### config.mk
export PLATFORM = sky130hd
export DESIGN_NAME = timed_serdes_io_port
export DESIGN_NICKNAME = d
export VERILOG_FILES = /design/src/include/serdes_io_pkg.sv /design/src/verilog/timed_serdes_io_port.sv
export SDC_FILE = /design/constraint.sdc
export NUM_CORES = 1
export LEC_CHECK = 0
export CAP_MARGIN = 20
export CORE_AREA = 2 2 147 149
export CTS_CLUSTER_SIZE = 14
export DETAILED_ROUTE_END_ITERATION = 6
export DIE_AREA = 0 0 149 151
export DONT_BUFFER_PORTS = 1
export HOLD_SLACK_MARGIN = 0.03
export PLACE_DENSITY_LB_ADDON = 0.1
export SETUP_SLACK_MARGIN = 0.02
export SLEW_MARGIN = 25
export SYNTH_ARGS = -nofsm -noshare
export SYNTH_HDL_FRONTEND = slang
export SYNTH_SLANG_ARGS = --single-unit
### constraint.sdc
create_clock -name core_clk_in -period 6.4 [get_ports core_clk_in]
set_clock_uncertainty 0.15 [all_clocks]
set_input_delay 0.64 -clock core_clk_in [delete_from_list [all_inputs] [get_ports core_clk_in]]
set_output_delay 0.64 -clock core_clk_in [all_outputs]
set_load 0.03 [all_outputs]
### src/include/serdes_io_pkg.sv
package serdes_io_pkg;
  localparam int          NUM_CLK_BLOCKS = 6;
  localparam int          CLKB_SEL_W     = 3;
  localparam logic [2:0]  CLKB_RESET_SEL = 3'h0;
  localparam int          COUNT_W        = 16;
  localparam logic [15:0] COUNT_RESET    = 16'h0000;
  localparam int          DIV_W          = 8;
  localparam int          REF_CLK_MHZ    = 100;
  localparam int          CORE_CLK_MHZ   = 25;
  localparam int          REF_TICK_CYC   = (CORE_CLK_MHZ >= REF_CLK_MHZ) ? CORE_CLK_MHZ / REF_CLK_MHZ : 1;
  localparam int          NUM_WIDTHS     = 5;
  typedef enum logic [4:0] {
    WIDTH_1  = 5'h01,
    WIDTH_4  = 5'h02,
    WIDTH_8  = 5'h04,
    WIDTH_16 = 5'h08,
    WIDTH_32 = 5'h10
  } port_width_t;
  typedef enum logic [1:0] {
    COND_NONE = 2'h0,
    COND_EQ   = 2'h1,
    COND_NEQ  = 2'h2
  } cond_mode_t;
  typedef enum logic [2:0] {
    ST_IDLE    = 3'h1,
    ST_WAIT    = 3'h2,
    ST_DONE    = 3'h4
  } xfer_state_t;
endpackage : serdes_io_pkg

### src/verilog/timed_serdes_io_port.sv
// Notes on behaviour
// - Port width selectable as 1, 4, 8, 16 or 32 pins.
// - All pins of the port share one direction.
// - Drive pins high or low; sample, optionally holding until a pin condition.
// - Every processor access completes in one cycle.
// - Open-collector: zero pulls low, one leaves pin undriven.
// - Data passes through a shift register and a transfer register.
// - A 16-bit port counter schedules pin/transfer-register moves.
// - Counter readable any time; transfers may wait for a set counter value.
// - Each transfer captures the counter as a timestamp.
// - An enabled link disables the port on shared pins.
// - An enabled narrower port overrides this port on shared pins.
// - Pins not claimed by a narrower port stay with this port.
// - Transfers are always at the declared width.
// - Six clock blocks; block 0 is the reference clock at 100 MHz (here block 0 ticks once per 25 MHz core clock cycle).
// - Blocks 1 to 5 run at programmable other rates.
// - A clock block may take its clock from a one-pin port.
// - A pin-sourced clock may be divided first.
// - Input transfers are qualified by the external ready strobe.
// - Output transfers are accompanied by a generated ready strobe.
// - After reset the port uses clock block 0 (here the block always follows clkb_sel_in; reset does not select it).
// - While in reset all pins have pull-downs enabled.
module timed_serdes_io_port
  import serdes_io_pkg::*;
#(
  parameter int PIN_W = 32
) (
  // Clock and reset
  input  wire logic                               core_clk_in,
  input  wire logic                               reset_in,
  // Configuration
  input  wire serdes_io_pkg::port_width_t         width_sel_in,
  input  wire logic                               port_enable_in,
  input  wire logic                               output_mode_in,
  input  wire logic                               open_collector_in,
  input  wire logic                               strobe_enable_in,
  input  wire logic [PIN_W-1:0]                   link_claim_in,
  input  wire logic [PIN_W-1:0]                   narrow_claim_in,
  input  wire serdes_io_pkg::cond_mode_t          cond_mode_in,
  input  wire logic [PIN_W-1:0]                   cond_value_in,
  // Clock blocks
  input  wire logic [serdes_io_pkg::CLKB_SEL_W-1:0] clkb_sel_in,
  input  wire logic [serdes_io_pkg::NUM_CLK_BLOCKS-1:0] clkb_from_pin_in,
  input  wire logic [serdes_io_pkg::DIV_W-1:0]    clkb_div_in,
  input  wire logic [serdes_io_pkg::DIV_W-1:0]    clkb_rate_in,
  input  wire logic                               clk_pin_in,
  // Processor side
  input  wire logic                               wr_valid_in,
  input  wire logic [31:0]                        wr_data_in,
  input  wire logic                               timed_in,
  input  wire logic [serdes_io_pkg::COUNT_W-1:0]  timed_value_in,
  input  wire logic                               rd_ack_in,
  output logic                                    rd_valid_out,
  output logic [31:0]                             rd_data_out,
  output logic [serdes_io_pkg::COUNT_W-1:0]       timestamp_out,
  output logic [serdes_io_pkg::COUNT_W-1:0]       counter_out,
  output logic                                    busy_out,
  // Pins
  input  wire logic [PIN_W-1:0]                   pin_in,
  output logic [PIN_W-1:0]                        pin_out,
  output logic [PIN_W-1:0]                        pin_oe_n_out,
  output logic [PIN_W-1:0]                        pin_pulldown_out,
  input  wire logic                               input_qualify_strobe_in,
  output logic                                    output_qualify_strobe_out
);
  import serdes_io_pkg::*;

  // Pins cross in from outside: two flops each
  logic [PIN_W-1:0] pin_meta_q, pin_sync_q;
  logic [2:0]       aux_meta_q, aux_sync_q, aux_prev_q;
  always_ff @(posedge core_clk_in or posedge reset_in) begin
    if (reset_in) begin
      pin_meta_q <= '0;
      pin_sync_q <= '0;
      aux_meta_q <= 3'h0;
      aux_sync_q <= 3'h0;
      aux_prev_q <= 3'h0;
    end else begin
      pin_meta_q <= pin_in;
      pin_sync_q <= pin_meta_q;
      aux_meta_q <= {input_qualify_strobe_in, clk_pin_in, 1'b0};
      aux_sync_q <= aux_meta_q;
      aux_prev_q <= aux_sync_q;
    end
  end
  wire ext_strobe = aux_sync_q[2];
  wire pin_clk_rise = aux_sync_q[1] & ~aux_prev_q[1];

  // Width mask, one-hot decode
  logic [31:0] width_mask;
  always_comb begin
    case (width_sel_in)
      WIDTH_1:  width_mask = 32'h0000_0001;
      WIDTH_4:  width_mask = 32'h0000_000f;
      WIDTH_8:  width_mask = 32'h0000_00ff;
      WIDTH_16: width_mask = 32'h0000_ffff;
      WIDTH_32: width_mask = 32'hffff_ffff;
      default:  width_mask = 32'h0000_0001;
    endcase
  end
  wire [PIN_W-1:0] mask = width_mask[PIN_W-1:0];

  // Clock block 0 ticks every core clock cycle; others divide core clock or pin clock
  logic [DIV_W-1:0] div_cnt_q;
  logic [DIV_W-1:0] div_cnt_d;
  wire              from_pin   = (clkb_sel_in != CLKB_RESET_SEL) && (clkb_sel_in < 3'(NUM_CLK_BLOCKS))
                                 && clkb_from_pin_in[clkb_sel_in];
  wire              src_edge   = from_pin ? pin_clk_rise : 1'b1;
  wire [DIV_W-1:0]  div_limit  = from_pin ? clkb_div_in : clkb_rate_in;
  wire              div_wrap   = (div_cnt_q >= div_limit);
  wire              tick       = (clkb_sel_in == CLKB_RESET_SEL) ? 1'b1 : (src_edge & div_wrap);
  assign div_cnt_d = !src_edge ? div_cnt_q : (div_wrap ? '0 : div_cnt_q + 1'b1);

  // Port counter
  logic [COUNT_W-1:0] count_q;
  always_ff @(posedge core_clk_in or posedge reset_in) begin
    if (reset_in) begin
      count_q   <= COUNT_RESET;
      div_cnt_q <= '0;
    end else begin
      div_cnt_q <= div_cnt_d;
      if (tick && port_enable_in) count_q <= count_q + 1'b1;
    end
  end
  assign counter_out = count_q;

  // Pin ownership: link and narrower ports win, rest stays ours
  wire [PIN_W-1:0] owned = mask & ~link_claim_in & ~narrow_claim_in & {PIN_W{port_enable_in}};

  // Transfer sequencing
  xfer_state_t      state_q, state_d;
  logic [PIN_W-1:0] shift_q, xfer_q, drive_q;
  logic             xfer_full_q, strobe_q;
  logic [COUNT_W-1:0] ts_q, due_q;
  logic             timed_q;

  wire [PIN_W-1:0] sample   = pin_sync_q & mask;
  wire cond_met = (cond_mode_in == COND_NONE) ? 1'b1 :
                  (cond_mode_in == COND_EQ) ? (sample == (cond_value_in & mask)) :
                  (sample != (cond_value_in & mask));
  wire time_ok  = !timed_q || (count_q == due_q);
  wire qual_ok  = !strobe_enable_in || ext_strobe;
  wire in_fire  = !output_mode_in && tick && time_ok && cond_met && qual_ok && !xfer_full_q;
  wire out_fire = output_mode_in && tick && time_ok && xfer_full_q;
  wire fire     = (state_q == ST_WAIT) && (in_fire || out_fire);
  wire accept   = wr_valid_in && (state_q == ST_IDLE);

  always_comb begin
    case (state_q)
      ST_IDLE: state_d = (accept || (!output_mode_in && port_enable_in && !xfer_full_q)) ? ST_WAIT : ST_IDLE;
      ST_WAIT: state_d = fire ? ST_DONE : ST_WAIT;
      ST_DONE: state_d = ST_IDLE;
      default: state_d = ST_IDLE;
    endcase
  end

  always_ff @(posedge core_clk_in or posedge reset_in) begin
    if (reset_in) begin
      state_q     <= ST_IDLE;
      shift_q     <= '0;
      xfer_q      <= '0;
      drive_q     <= '0;
      xfer_full_q <= 1'b0;
      strobe_q    <= 1'b0;
      ts_q        <= COUNT_RESET;
      due_q       <= COUNT_RESET;
      timed_q     <= 1'b0;
    end else begin
      state_q  <= state_d;
      strobe_q <= fire && output_mode_in && strobe_enable_in;
      if (accept) begin
        xfer_q      <= wr_data_in[PIN_W-1:0] & mask;
        xfer_full_q <= 1'b1;
        timed_q     <= timed_in;
        due_q       <= timed_value_in;
      end else if (state_q == ST_IDLE && !output_mode_in && !xfer_full_q) begin
        timed_q <= timed_in;
        due_q   <= timed_value_in;
      end
      if (fire) begin
        ts_q    <= count_q;
        timed_q <= 1'b0;
        if (output_mode_in) begin
          shift_q     <= xfer_q & mask;
          drive_q     <= xfer_q & mask;
          xfer_full_q <= 1'b0;
        end else begin
          shift_q     <= sample;
          xfer_q      <= sample;
          xfer_full_q <= 1'b1;
        end
      end else if (rd_ack_in && rd_valid_out && !accept) begin // New word wins over a same-cycle ack
        xfer_full_q <= 1'b0;
      end
    end
  end

  assign rd_valid_out  = !output_mode_in && xfer_full_q && (state_q != ST_WAIT);
  assign rd_data_out   = 32'(xfer_q);
  assign timestamp_out = ts_q;
  assign busy_out      = (state_q != ST_IDLE);
  assign output_qualify_strobe_out = strobe_q;

  // One direction for all owned pins; open collector releases ones
  genvar i;
  generate
    for (i = 0; i < PIN_W; i++) begin : g_pin
      wire drive_en = owned[i] && output_mode_in && !reset_in;
      assign pin_out[i]          = open_collector_in ? 1'b0 : drive_q[i];
      assign pin_oe_n_out[i]     = !(drive_en && (!open_collector_in || !drive_q[i]));
      assign pin_pulldown_out[i] = reset_in;
    end
  endgenerate

  a_count_wraps: assert property (@(posedge core_clk_in) disable iff (reset_in)
    (tick && port_enable_in && count_q == 16'hffff) |=> (count_q == 16'h0000))
    else $error("Counter did not wrap");
  a_count_holds: assert property (@(posedge core_clk_in) disable iff (reset_in)
    (!port_enable_in) |=> $stable(count_q))
    else $error("Counter moved while disabled");
  a_stamp_taken: assert property (@(posedge core_clk_in) disable iff (reset_in)
    fire |=> (timestamp_out == $past(count_q)))
    else $error("Timestamp not captured");
  a_timed_wait: assert property (@(posedge core_clk_in) disable iff (reset_in)
    (fire && timed_q) |-> (count_q == due_q))
    else $error("Timed transfer fired early");
  a_qualify_in: assert property (@(posedge core_clk_in) disable iff (reset_in)
    (fire && !output_mode_in && strobe_enable_in) |-> ext_strobe)
    else $error("Input taken without strobe");
  a_strobe_out: assert property (@(posedge core_clk_in) disable iff (reset_in)
    (fire && output_mode_in && strobe_enable_in) |=> output_qualify_strobe_out)
    else $error("Output strobe missing");
  a_link_wins: assert property (@(posedge core_clk_in) disable iff (reset_in)
    ((link_claim_in | narrow_claim_in) & ~pin_oe_n_out) == '0)
    else $error("Claimed pin driven");
  a_oc_release: assert property (@(posedge core_clk_in) disable iff (reset_in)
    open_collector_in |-> ((drive_q & ~pin_oe_n_out) == '0))
    else $error("Open collector drove high");
  a_input_quiet: assert property (@(posedge core_clk_in) disable iff (reset_in)
    !output_mode_in |-> (pin_oe_n_out == '1))
    else $error("Input port drove pins");
  a_width_kept: assert property (@(posedge core_clk_in) disable iff (reset_in)
    fire |=> ((shift_q & ~$past(mask)) == '0))
    else $error("Data wider than port");

  // Reset and pin drive
  a_reset_pulls: assert property (@(posedge core_clk_in)
    reset_in |-> (pin_pulldown_out == '1 && pin_oe_n_out == '1))
    else $error("Pins not pulled down in reset");
  a_pulls_off: assert property (@(posedge core_clk_in)
    !reset_in |-> (pin_pulldown_out == '0))
    else $error("Pull-down left on after reset");
  a_oc_low: assert property (@(posedge core_clk_in) disable iff (reset_in)
    open_collector_in |-> (pin_out == '0))
    else $error("Open collector value not low");
  a_drive_owned: assert property (@(posedge core_clk_in) disable iff (reset_in)
    (output_mode_in && !open_collector_in) |-> (pin_oe_n_out == ~owned))
    else $error("Owned pins not driven");
  a_disabled_quiet: assert property (@(posedge core_clk_in) disable iff (reset_in)
    !port_enable_in |-> (pin_oe_n_out == '1))
    else $error("Disabled port drove pins");
  a_out_drive: assert property (@(posedge core_clk_in) disable iff (reset_in)
    (fire && output_mode_in) |=> (drive_q == ($past(xfer_q) & $past(mask))))
    else $error("Output word not driven");
  a_strobe_pulse: assert property (@(posedge core_clk_in) disable iff (reset_in)
    output_qualify_strobe_out |=> !output_qualify_strobe_out)
    else $error("Output strobe longer than one cycle");

  // Clocking and counter
  a_block0_tick: assert property (@(posedge core_clk_in) disable iff (reset_in)
    (clkb_sel_in == CLKB_RESET_SEL && port_enable_in) |=> (count_q == $past(count_q) + 16'h0001))
    else $error("Block 0 did not tick every cycle");
  a_rate_tick: assert property (@(posedge core_clk_in) disable iff (reset_in)
    (clkb_sel_in != CLKB_RESET_SEL && !from_pin && div_cnt_q < div_limit) |-> !tick)
    else $error("Rate block ticked early");
  a_pin_divided: assert property (@(posedge core_clk_in) disable iff (reset_in)
    (from_pin && !pin_clk_rise) |-> !tick)
    else $error("Pin clock ticked without an edge");
  a_ts_still: assert property (@(posedge core_clk_in) disable iff (reset_in)
    !fire |=> $stable(timestamp_out))
    else $error("Timestamp moved without a transfer");

  // Transfer handshake
  a_one_cycle: assert property (@(posedge core_clk_in) disable iff (reset_in)
    accept |=> (state_q == ST_WAIT))
    else $error("Write not taken in one cycle");
  a_done_once: assert property (@(posedge core_clk_in) disable iff (reset_in)
    (state_q == ST_DONE) |=> (state_q == ST_IDLE))
    else $error("Done state held");
  a_input_arms: assert property (@(posedge core_clk_in) disable iff (reset_in)
    (state_q == ST_IDLE && !output_mode_in && port_enable_in && !xfer_full_q) |=> (state_q == ST_WAIT))
    else $error("Input did not arm");
  a_in_sample: assert property (@(posedge core_clk_in) disable iff (reset_in)
    (fire && !output_mode_in) |=> (xfer_q == $past(sample)))
    else $error("Input sample not stored");
  a_in_width: assert property (@(posedge core_clk_in) disable iff (reset_in)
    (fire && !output_mode_in) |=> ((xfer_q & ~$past(mask)) == '0))
    else $error("Input word wider than port");
  a_ack_clears: assert property (@(posedge core_clk_in) disable iff (reset_in)
    (rd_ack_in && rd_valid_out && !accept) |=> !rd_valid_out)
    else $error("Word not consumed by ack");
  a_cond_hold: assert property (@(posedge core_clk_in) disable iff (reset_in)
    (state_q == ST_WAIT && !output_mode_in && cond_mode_in == COND_EQ && sample != (cond_value_in & mask)) |-> !fire)
    else $error("Input taken before condition met");
endmodule : timed_serdes_io_port
==> results.sh, run 1 <==
export IMPL_status="completed"
export IMPL_syn_num_nets=1065
export IMPL_holdPathEnd="pin_meta_q[3]"
export IMPL_post_route_period_util_pct=70.7
export IMPL_wl_per_cell_um=24.3
export IMPL_grt_max_degree=72
export IMPL_critPathMaxFanout=19
export IMPL_power_density_nw_per_um2=360
export IMPL_synth_area_leaders="dfrtp_1 53%, nand2_1 4.5%, o211ai_1 4.5%"
export IMPL_antenna_found_initial=10
export IMPL_ys_seq_area_share_pct=52.9
export IMPL_synth_area_um2=9230
export IMPL_avgSynthCellArea_um2=11.0
export IMPL_startpoint_type="primary input"
export IMPL_num_vias=6181
export IMPL_dp_cells=1043
export IMPL_cts_tree="built"
export IMPL_syn_inst=836
export IMPL_synth_cell_types=60
export IMPL_crit_path_end_kind="flip-flop"
export IMPL_layout_drive_gt1_share_pct=10.4
export IMPL_first_pass_iters=6
export IMPL_clock_sinks=195
export IMPL_synth_seq_cells=195
export IMPL_track_usage_pct=23.1
export IMPL_cp_arrival_ns=4.69
export IMPL_slew_headroom_pct=36.3
export IMPL_synthArstFlopShare_pct=100
export IMPL_viasPerCell=5.73
export IMPL_die_h_um=151
export IMPL_postRouteAntennaNets=0
export IMPL_yosysWarnings=0
export IMPL_die_w_um=149
export IMPL_nets=1016
export IMPL_crit_type="in -> reg"
export IMPL_die_area_um2=22500
export IMPL_start_util_pct=44.3
export IMPL_timing_rr_end="timestamp_out[7]"
export IMPL_synth_edf_count=0
export IMPL_area_growth_pct=6.62
export IMPL_hp_start="pin_in[3]"
export IMPL_worst_pin_slew_ns=0.951
export IMPL_rsz0062_at_grt="no"
export IMPL_post_cts_resize_count=0
export IMPL_core_area_um2=20800
export IMPL_post_cts_buffers=0
export IMPL_hold_depth=0
export IMPL_root_buffer="clkbuf_16"
export IMPL_drtIter0Drc=291
export IMPL_place_ws_ns=1.41
export IMPL_leakage_nw=4.33
export IMPL_ioPinCount=382
export IMPL_setup_violations=0
export IMPL_cts_clk_slew_worst_paths_ns=0.07
export IMPL_critPathLaunch="clkb_from_pin_in[4]"
export IMPL_postCtsHoldBufs=0
export IMPL_grt_pass1_wl_um=38300
export IMPL_required_ns=6.56
export IMPL_fin_ws_ns=1.88
export IMPL_htreeDepth=4
export IMPL_r2r_start="counter_out[1]"
export IMPL_setup_tns_ns=0
export IMPL_clk_insertion_delay_late_ns=0.43
export IMPL_final_max_slew_violation_count=0
export IMPL_finalHoldViolCount=0
export IMPL_clockBufferDepth=2
export IMPL_worstRegToRegCells=7
export IMPL_final_cells=1079
export IMPL_hold_path_class="in -> reg"
export IMPL_grt_ovfl_total=0
export IMPL_timing_fmax_mhz=221
export IMPL_grt_pass1_vias=6341
export IMPL_gp_congestion=0.897
export IMPL_hpwl_um=19800
export IMPL_drc=0
export IMPL_port_buffers=0
export IMPL_yosysTopAreaCellShare_pct=52.6
export IMPL_ys_flop_type="dfrtp_1"
export IMPL_std_cell_rows=53
export IMPL_period_needed_ns=4.52
export IMPL_synth_top_area_cell="dfrtp_1"
export IMPL_reg2reg_slack_ns=2.85
export IMPL_numCtsBuffers=17
export IMPL_worst_ir_drop_vdd_mv=0.180
export IMPL_routed_wl_um=26200
export IMPL_maxCapViolations=0
-- cell usage after synthesis, drive strengths merged, types with 3 or more instances --
| cell | instances |
|---|---|
| dfrtp | 194 |
| o2bb2ai | 3 |
| xnor2 | 27 |
| clkbuf | 30 |
| inv | 41 |
| and3 | 7 |
| nor2b | 4 |
| nor2 | 55 |
| nand2b | 4 |
| mux2i | 39 |
| a2111o | 27 |
| a211oi | 6 |
| o21ai | 13 |
| mux2 | 35 |
| nand4 | 12 |
| nor4 | 11 |
| xor2 | 41 |
| o21a | 3 |
| and2 | 5 |
| o211ai | 62 |
| nor3 | 9 |
| ha | 10 |
| nand3 | 14 |
| buf | 46 |
| nand2 | 110 |
-- worst max-delay path, stage by stage --
cell      delay (ns)
a21oi_1         0.12
nor2_1          0.08
o211ai_1        0.76
mux2_2          0.42
ha_1            0.26
nand2b_1        0.09
a31oi_1         0.09
o211a_1         0.29
o31a_1          0.41
a311oi_2        0.30
and2_1          0.78
mux2_2          0.42
-- final cells by class --
class                      instances  area, um2
antenna                            6       15.0
clock buffer                      18        429
clock inverter                    12        204
fill                            1958      11000
inverter                          41        158
multi-input combinational        524       3750
sequential                       195       4880
tap                              275        344
timing repair buffer               8       60.1
-- cells in the final DEF (no fill, tap or decap), types with 8 or more instances in the layout --
master     netlist  final
dfrtp_1        194    194
nand2_1        110    110
o211ai_1        55     55
nor2_1          54     54
xor2_1          41     41
inv_1           41     40
mux2i_1         39     39
mux2_2          28     28
a2111o_1        27     27
xnor2_1         26     26
clkbuf_16        0     17
nand3_1         13     13
nand4_1         12     12
o21ai_0         11     11
nor4_1          11     11
ha_1            10     10
nor3_1           9      9
buf_4           33      8
-- registers in the layout (all words and copies together), names as in the netlist --
register and count:
timed_q 1, counter_out 16, aux_sync_q 2, div_cnt_q 8
timestamp_out 16, output_qualify_strobe_out 1, aux_meta_q 2, drive_q 32
state_q 3, aux_prev_q 1, pin_meta_q 32, due_q 16
rd_data_out 32, xfer_full_q 1, pin_sync_q 32
-- stage by stage --
step / instance area [um2] / hold WS (ns) / utilization [%] / power [mW]
3_3_place_gp: 9190 / 0.182 / 44.1 / 2.39
5_1_grt: 9830 / 0.0632 / 47.2 / 3.72
6_report: 9840 / 0.0776 / 47.2 / 3.55
3_5_place_dp: 9190 / 0.185 / 44.1 / 2.42
2_1_floorplan: 9230 / 0.181 / - / 2.27
4_1_cts: 9820 / 0.0633 / 47.2 / 3.58
-- layer usage --
layer | vias to the layer above | global-route usage, % | routed length (um)
met1 | 3068 | 27.3 | 10100
met4 | 6 | 11.0 | 989
met5 | - | 0 | 42
met2 | 276 | 38.8 | 13000
met3 | 43 | 6.87 | 2090
li1 | 2788 | - | -
-- logic make-up after synthesis --
logic type	count (synthesis)	share of synthesized area, %
and+or+nand+nor	239	11.7
adders and majority gates	10	1.36
muxes	74	8.50
DFF	195	52.9
AOI/OAI and AO/OA	133	12.3
xor gates and xnor gates	68	6.66
buffers and inverters	117	6.52
-- power breakdown --
part / total [mW] / internal (mW) / switching, mW
sequential: 1.68 / 1.43 / 0.251
clock: 1.16 / 0.692 / 0.466
combinational: 0.704 / 0.272 / 0.433
-- worst max path at each step --
stage                             end  depth (start not counted)  slack [ns]
finish               timestamp_out[7]                         12        1.88
global route        timestamp_out[14]                         12        1.56
CTS                 timestamp_out[14]                         12        1.87
detailed placement   timestamp_out[7]                         12        1.41
global placement    timestamp_out[14]                         12        1.53
floorplan            pin_oe_n_out[16]                          5        0.59
Power figures use the tool's default switching activity.
==> run 2, diff against run 1 <==
Settings changed: ABC_AREA set to 1, CORE_AREA 2 2 147 149 to 2 2 150 152, DIE_AREA 0 0 149 151 to 0 0 152 154.
Clock period 6.4 ns to 4.1 ns, I/O delays scaled along.
==> run 2 against run 1 <==
  * Cell count is 48% higher
  * Clock power is 47% higher
  * Sequential share of layout area is 7.2 points lower
  * Hold slack worse by 0.022 ns
  * Die area is 4.0% higher
  * Combinational power is 76% higher
  * Synthesized cell count is 57% higher
  * Sequential power is 68% higher
  * First-iteration DRC count is 100% higher
  * Final area is 17% higher
  * Routed wire length is 5.9% higher
  * Non-clock buffer count is 58 higher
  * Critical path type is now reg -> reg
==> results.sh, run 2 <==
export IMPL_drtIter0Drc=582
export IMPL_synthArstFlopShare_pct=100
export IMPL_synth_common_cells="319 x nand2_1, 194 x dfrtp_1, 176 x inv_1, 128 x nor2_1, 62 x nor3_1"
export IMPL_start_util_pct=48.0
export IMPL_mostFrequentLayoutCell="nand2_1"
export IMPL_grt_max_degree=88
export IMPL_die_h_um=154
export IMPL_slew_headroom_pct=36.2
export IMPL_required_ns=4.31
export IMPL_clk_insertion_delay_late_ns=0.44
export IMPL_synth_most_common_cell="nand2_1"
export IMPL_post_cts_buffers=0
export IMPL_final_util_pct=53.0
export IMPL_hold_depth=2
export IMPL_cts_clk_slew_worst_paths_ns=0.08
export IMPL_final_max_slew_violation_count=0
export IMPL_cp_arrival_ns=3.33
export IMPL_startpoint_type="flip-flop"
export IMPL_clockBufferDepth=2
export IMPL_worst_pin_slew_ns=0.955
export IMPL_crit_path_end_kind="flip-flop"
export IMPL_r2r_start="state_q[0]"
export IMPL_cp_num_buf_inv=3
export IMPL_synth_edf_count=0
export IMPL_die_w_um=152
export IMPL_holdPathEnd="rd_data_out[11]"
export IMPL_maxCapViolations=0
export IMPL_status="completed"
export IMPL_first_pass_iters=7
export IMPL_setup_tns_ns=0
export IMPL_reg2reg_slack_ns=0.98
export IMPL_grt_ovfl_total=0
export IMPL_multi_input_area_um2=4310
export IMPL_power_density_nw_per_um2=503
export IMPL_yosysWarnings=0
export IMPL_synth_top_area_cell="dfrtp_1"
export IMPL_synth_cell_types=43
export IMPL_postRouteAntennaNets=0
export IMPL_crit_cells=10
export IMPL_cts_tree="built"
export IMPL_syn_num_nets=1539
export IMPL_numCtsBuffers=17
export IMPL_avgSynthCellArea_um2=7.95
export IMPL_layout_drive_gt1_share_pct=8.00
export IMPL_crit_top_cell="inv_1"
export IMPL_timing_fmax_mhz=321
export IMPL_hp_start="output_mode_in"
export IMPL_critPathMaxFanout=21
export IMPL_rsz0062_at_grt="no"
export IMPL_hpwl_um=20700
export IMPL_hold_path_class="in -> reg"
export IMPL_cp_top_family="simple AND/OR/NAND/NOR gates"
export IMPL_final_seq_area_um2=4880
export IMPL_clock_sinks=195
export IMPL_wl_per_cell_um=17.4
export IMPL_ioPinCount=382
export IMPL_crit_type="reg -> reg"
export IMPL_worst_ir_drop_vdd_mv=0.302
export IMPL_synth_area_um2=10400
export IMPL_std_cell_rows=54
export IMPL_synth_area_leaders="dfrtp_1 47%, nand2_1 11%, inv_1 6.3%"
export IMPL_core_area_um2=21700
export IMPL_viasPerCell=5.22
export IMPL_area_growth_pct=10.4
export IMPL_max_stage_delay_ns=0.57
export IMPL_final_cell_mix="319 x nand2_1, 194 x dfrtp_1, 175 x inv_1"
export IMPL_critPathSlowestCell="nor2_2"
export IMPL_nets=1529
export IMPL_root_buffer="clkbuf_16"
export IMPL_ys_seq_area_share_pct=46.9
export IMPL_synth_seq_cells=195
export IMPL_n_fill_cell=2060
export IMPL_p_total_mw=5.79
export IMPL_post_route_period_util_pct=76.0
export IMPL_die_area_um2=23400
export IMPL_track_usage_pct=23.6
export IMPL_grt_pass1_vias=8038
export IMPL_yosysTopAreaCellShare_pct=46.6
export IMPL_timing_rr_end="rd_data_out[31]"
export IMPL_gp_congestion=0.865
export IMPL_path_cells="inv_1 -> nor3_1 -> inv_1 -> nor2_4 -> inv_1 -> nor2_2 -> nand2_1 -> o21ai_0 -> a21oi_1 -> o21ai_2"
export IMPL_period_needed_ns=3.12
export IMPL_finalHoldViolCount=0
export IMPL_hold_ws_ns=0.0553
export IMPL_port_buffers=0
export IMPL_setup_violations=0
export IMPL_worstRegToRegCells=10
export IMPL_antenna_found_initial=4
export IMPL_grt_pass1_wl_um=43600
export IMPL_ys_flop_type="dfrtp_1"
export IMPL_htreeDepth=4
export IMPL_routed_wl_um=27800
export IMPL_leakage_nw=5.29
export IMPL_num_vias=8335
export IMPL_syn_inst=1310
export IMPL_drc=0
==> run 2: metal layers <==
| layer | share of wire (%) | up-vias | global-route usage, % |
|---|---|---|---|
| li1 | - | 4149 | - |
| met1 | 40 | 3855 | 28.7 |
| met2 | 50 | 283 | 40.1 |
| met3 | 5.9 | 48 | 5.75 |
| met4 | 3.8 | 0 | 10.4 |
| met5 | 0 | - | 0 |
==> run 2: logic make-up after synthesis <==
kind of cell | Yosys count | synth area share (%)
compound gates | 182 | 11.4
xor+xnor | 31 | 2.61
fa+ha+maj | 10 | 1.20
buf+inv | 275 | 11.9
flops | 195 | 46.9
mux | 8 | 0.781
simple gates | 609 | 25.2
==> run 2: worst max path at each step <==
stage	from	to	slack, ns
floorplan	reset_in	aux_meta_q[1]	0.61
global placement	clkb_sel_in[2]	xfer_full_q	0.76
detailed placement	clkb_sel_in[2]	xfer_full_q	0.74
CTS	state_q[0]	rd_data_out[31]	1.03
global route	state_q[0]	rd_data_out[31]	0.78
finish	state_q[0]	rd_data_out[31]	0.98
==> run 2: repair_timing <==
| action | in CTS | in global routing |
|---|---|---|
| hold buffers | 53 | 0 |
| endpoints found under the hold margin | 114 | 0 |
| resized for setup | 0 | 0 |
==> run 2: cell type report <==
| cell class | instances | share of cell area (%) |
|---|---|---|
| flip-flops and latches | 195 | 42.5 |
| multi-input cells | 840 | 37.5 |
| inverters | 180 | 5.91 |
| repair buffers | 66 | 5.64 |
| clock buffers | 17 | 3.70 |
| well taps | 280 | 3.05 |
| clock inverters | 15 | 1.64 |
| diodes | 4 | 0.0871 |
==> run 2: per-stage QoR <==
step,setup WS (ns),area (um2),std cells
after CTS,1.03,11500,1593
after detailed placement,0.743,10300,1508
final,0.983,11500,1597
after global routing,0.781,11500,1597
after floorplan,0.615,10400,1310
after global placement,0.759,10300,1508
==> run 2: power by group <==
| group | leakage, nW | switching [mW] | internal (mW) |
|---|---|---|---|
| sequential | 2.48 | 0.603 | 2.23 |
| combinational | 2.51 | 0.802 | 0.442 |
| clock | 0.297 | 0.869 | 0.837 |
==> run 3, diff against run 2 <==
Clock period 4.1 ns to 2.8 ns, I/O delays scaled along.
==> run 3 against run 2 <==
  * Via count is 4.6% higher
  * Worst setup slack worse by 0.72 ns
  * Critical path depth is 12 higher
  * Final area is 7.4% higher
  * Total power is 53% higher
  * First-iteration DRC count is 23% higher
  * Core utilization is 3.9 points higher
  * Die area stayed put
  * Largest power group unchanged
  * Non-clock buffer count is 82 higher
  * Hold slack worse by 0.0021 ns
  * Largest cell class unchanged
==> results.sh, run 3 (synthesis gave the netlist of run 2 again) <==
export IMPL_num_vias=8716
export IMPL_track_usage_pct=24.7
export IMPL_layout_drive_gt1_share_pct=11.0
export IMPL_final_cell_mix="319 x nand2_1, 194 x dfrtp_1, 175 x inv_1"
export IMPL_routed_wl_um=28800
export IMPL_die_area_um2=23400
export IMPL_start_util_pct=48.0
export IMPL_post_cts_buffers=0
export IMPL_htreeDepth=4
export IMPL_hp_start="output_mode_in"
export IMPL_die_h_um=154
export IMPL_post_route_period_util_pct=90.7
export IMPL_path_cells="inv_1 -> nand3_1 -> o31ai_1 -> nor3b_2 -> buf_6 -> mux2i_2 -> ha_1 -> inv_1 -> nor2_1 -> o21ai_0 -> nand2_1 -> nand2_1 -> o2111ai_2 -> nand2_2 -> nand2_2 -> nand3_2 -> inv_2 -> nand3_4 -> buf_4 -> nand2_1 -> nand2_1 -> inv_1"
export IMPL_leakage_nw=5.72
export IMPL_final_max_slew_violation_count=0
export IMPL_status="completed"
export IMPL_timing_rr_end="timestamp_out[8]"
export IMPL_setup_violations=0
export IMPL_drtIter0Drc=715
export IMPL_antenna_found_initial=3
export IMPL_worstRegToRegCells=15
export IMPL_area_growth_pct=18.6
export IMPL_mostFrequentLayoutCell="nand2_1"
export IMPL_postRouteAntennaNets=0
export IMPL_ioPinCount=382
export IMPL_worst_pin_slew_ns=0.867
export IMPL_holdPathEnd="output_qualify_strobe_out"
export IMPL_grt_ovfl_total=0
export IMPL_clk_insertion_delay_late_ns=0.45
export IMPL_gp_congestion=0.879
export IMPL_clock_sinks=195
export IMPL_hold_path_class="in -> reg"
export IMPL_wl_per_cell_um=17.1
export IMPL_root_buffer="clkbuf_16"
export IMPL_crit_path_end_kind="flip-flop"
export IMPL_clockBufferDepth=2
export IMPL_cp_arrival_ns=2.73
export IMPL_drc=0
export IMPL_hold_depth=3
export IMPL_crit_type="in -> reg"
export IMPL_critPathSlowestCell="ha_1"
export IMPL_hpwl_um=21400
export IMPL_core_area_um2=21700
export IMPL_startpoint_type="primary input"
export IMPL_max_stage_delay_ns=0.26
export IMPL_port_buffers=0
export IMPL_power_density_nw_per_um2=715
export IMPL_reg2reg_slack_ns=0.40
export IMPL_grt_pass1_vias=8663
export IMPL_numCtsBuffers=17
export IMPL_required_ns=2.99
export IMPL_place_ws_ns=-0.175
export IMPL_first_pass_iters=5
export IMPL_slew_headroom_pct=42.1
export IMPL_viasPerCell=5.20
export IMPL_die_w_um=152
export IMPL_critPathMaxFanout=10
export IMPL_p_total_mw=8.83
export IMPL_fin_ws_ns=0.259
export IMPL_final_area_um2=12300
export IMPL_timing_fmax_mhz=394
export IMPL_n_fill_cell=2066
export IMPL_cts_tree="built"
export IMPL_finalHoldViolCount=0
export IMPL_cts_clk_slew_worst_paths_ns=0.09
export IMPL_std_cell_rows=54
export IMPL_dpl_cell_area_um2=10800
export IMPL_crit_top_cell="nand2_1"
export IMPL_maxCapViolations=0
export IMPL_final_util_pct=56.9
export IMPL_r2r_start="div_cnt_q[3]"
export IMPL_setup_tns_ns=0
export IMPL_worst_ir_drop_vdd_mv=0.503
export IMPL_grt_max_degree=82
export IMPL_grt_pass1_wl_um=46000
export IMPL_period_needed_ns=2.54
export IMPL_nets=1611
## run 3: cell count changes in the layout (fill, tap and decap cells not counted), sizes merged
cell | before | now
clkbuf | 17 | 18
dlygate4sd3 | 52 | 88
diode | 4 | 2
buf | 14 | 59
clkinv | 8 | 7
inv | 186 | 187
## run 3: layout make-up
class	count	area, um2	share of cell area [%]
Clock inverter	15	206	1.67
Antenna cell	2	5.00	0.0405
Multi-Input combinational cell	840	4330	35.0
Tap cell	280	350	2.84
Inverter	180	682	5.52
Timing Repair Buffer	148	1470	11.9
Clock buffer	17	425	3.44
Sequential cell	195	4880	39.5
## run 3: timing repair
action / 4_1_cts / 5_1_grt
endpoints found under the hold margin: 148 / 0
hold buffers: 89 / 0
resized for setup: 0 / 4
setup endpoints to repair: 0 / 18
## run 3: per-stage QoR
stage | std cells | hold slack [ns]
after floorplan | 1310 | 0.161
after global placement | 1553 | 0.161
after detailed placement | 1553 | 0.161
after CTS | 1674 | 0.0476
after global routing | 1677 | 0.0791
final | 1677 | 0.0533
## run 3: report_power, final
part           internal (mW)  leakage, nW  switching, mW
Sequential              3.27         2.48          0.637
Combinational          0.862         2.93           1.51
Clock                   1.24        0.304           1.30
Total                   5.38         5.72           3.45
## run 3: worst max path at each step
stage	start	end	slack, ns	depth (start not counted)
final	clkb_sel_in[2]	xfer_full_q	0.26	22
after global routing	clkb_sel_in[2]	timestamp_out[2]	-0.001	21
after CTS	clkb_sel_in[1]	rd_data_out[2]	0.27	19
after detailed placement	clkb_sel_in[2]	rd_data_out[28]	-0.18	21
after global placement	clkb_sel_in[2]	rd_data_out[20]	-0.11	21
after floorplan	reset_in	aux_meta_q[1]	-0.46	3
## run 3: critical path: cells and delay by family
| family | cells | cell delay (ns) |
|---|---|---|
| mux | 1 | 0.22 |
| simple gates | 11 | 1.02 |
| compound gates | 3 | 0.34 |
| fa+ha+maj | 1 | 0.26 |
| buf+inv | 6 | 0.59 |
## run 3: per-layer routing
| metal | GRT usage (%) | share of wire, % | vias up | wire (um) |
|---|---|---|---|---|
| li1 | - | - | 4317 | - |
| met1 | 29.9 | 39 | 3989 | 11300 |
| met2 | 41.2 | 49 | 333 | 14200 |
| met3 | 6.03 | 6.8 | 75 | 1960 |
| met4 | 12.8 | 4.4 | 2 | 1270 |
| met5 | 0 | 0.042 | - | 12 |
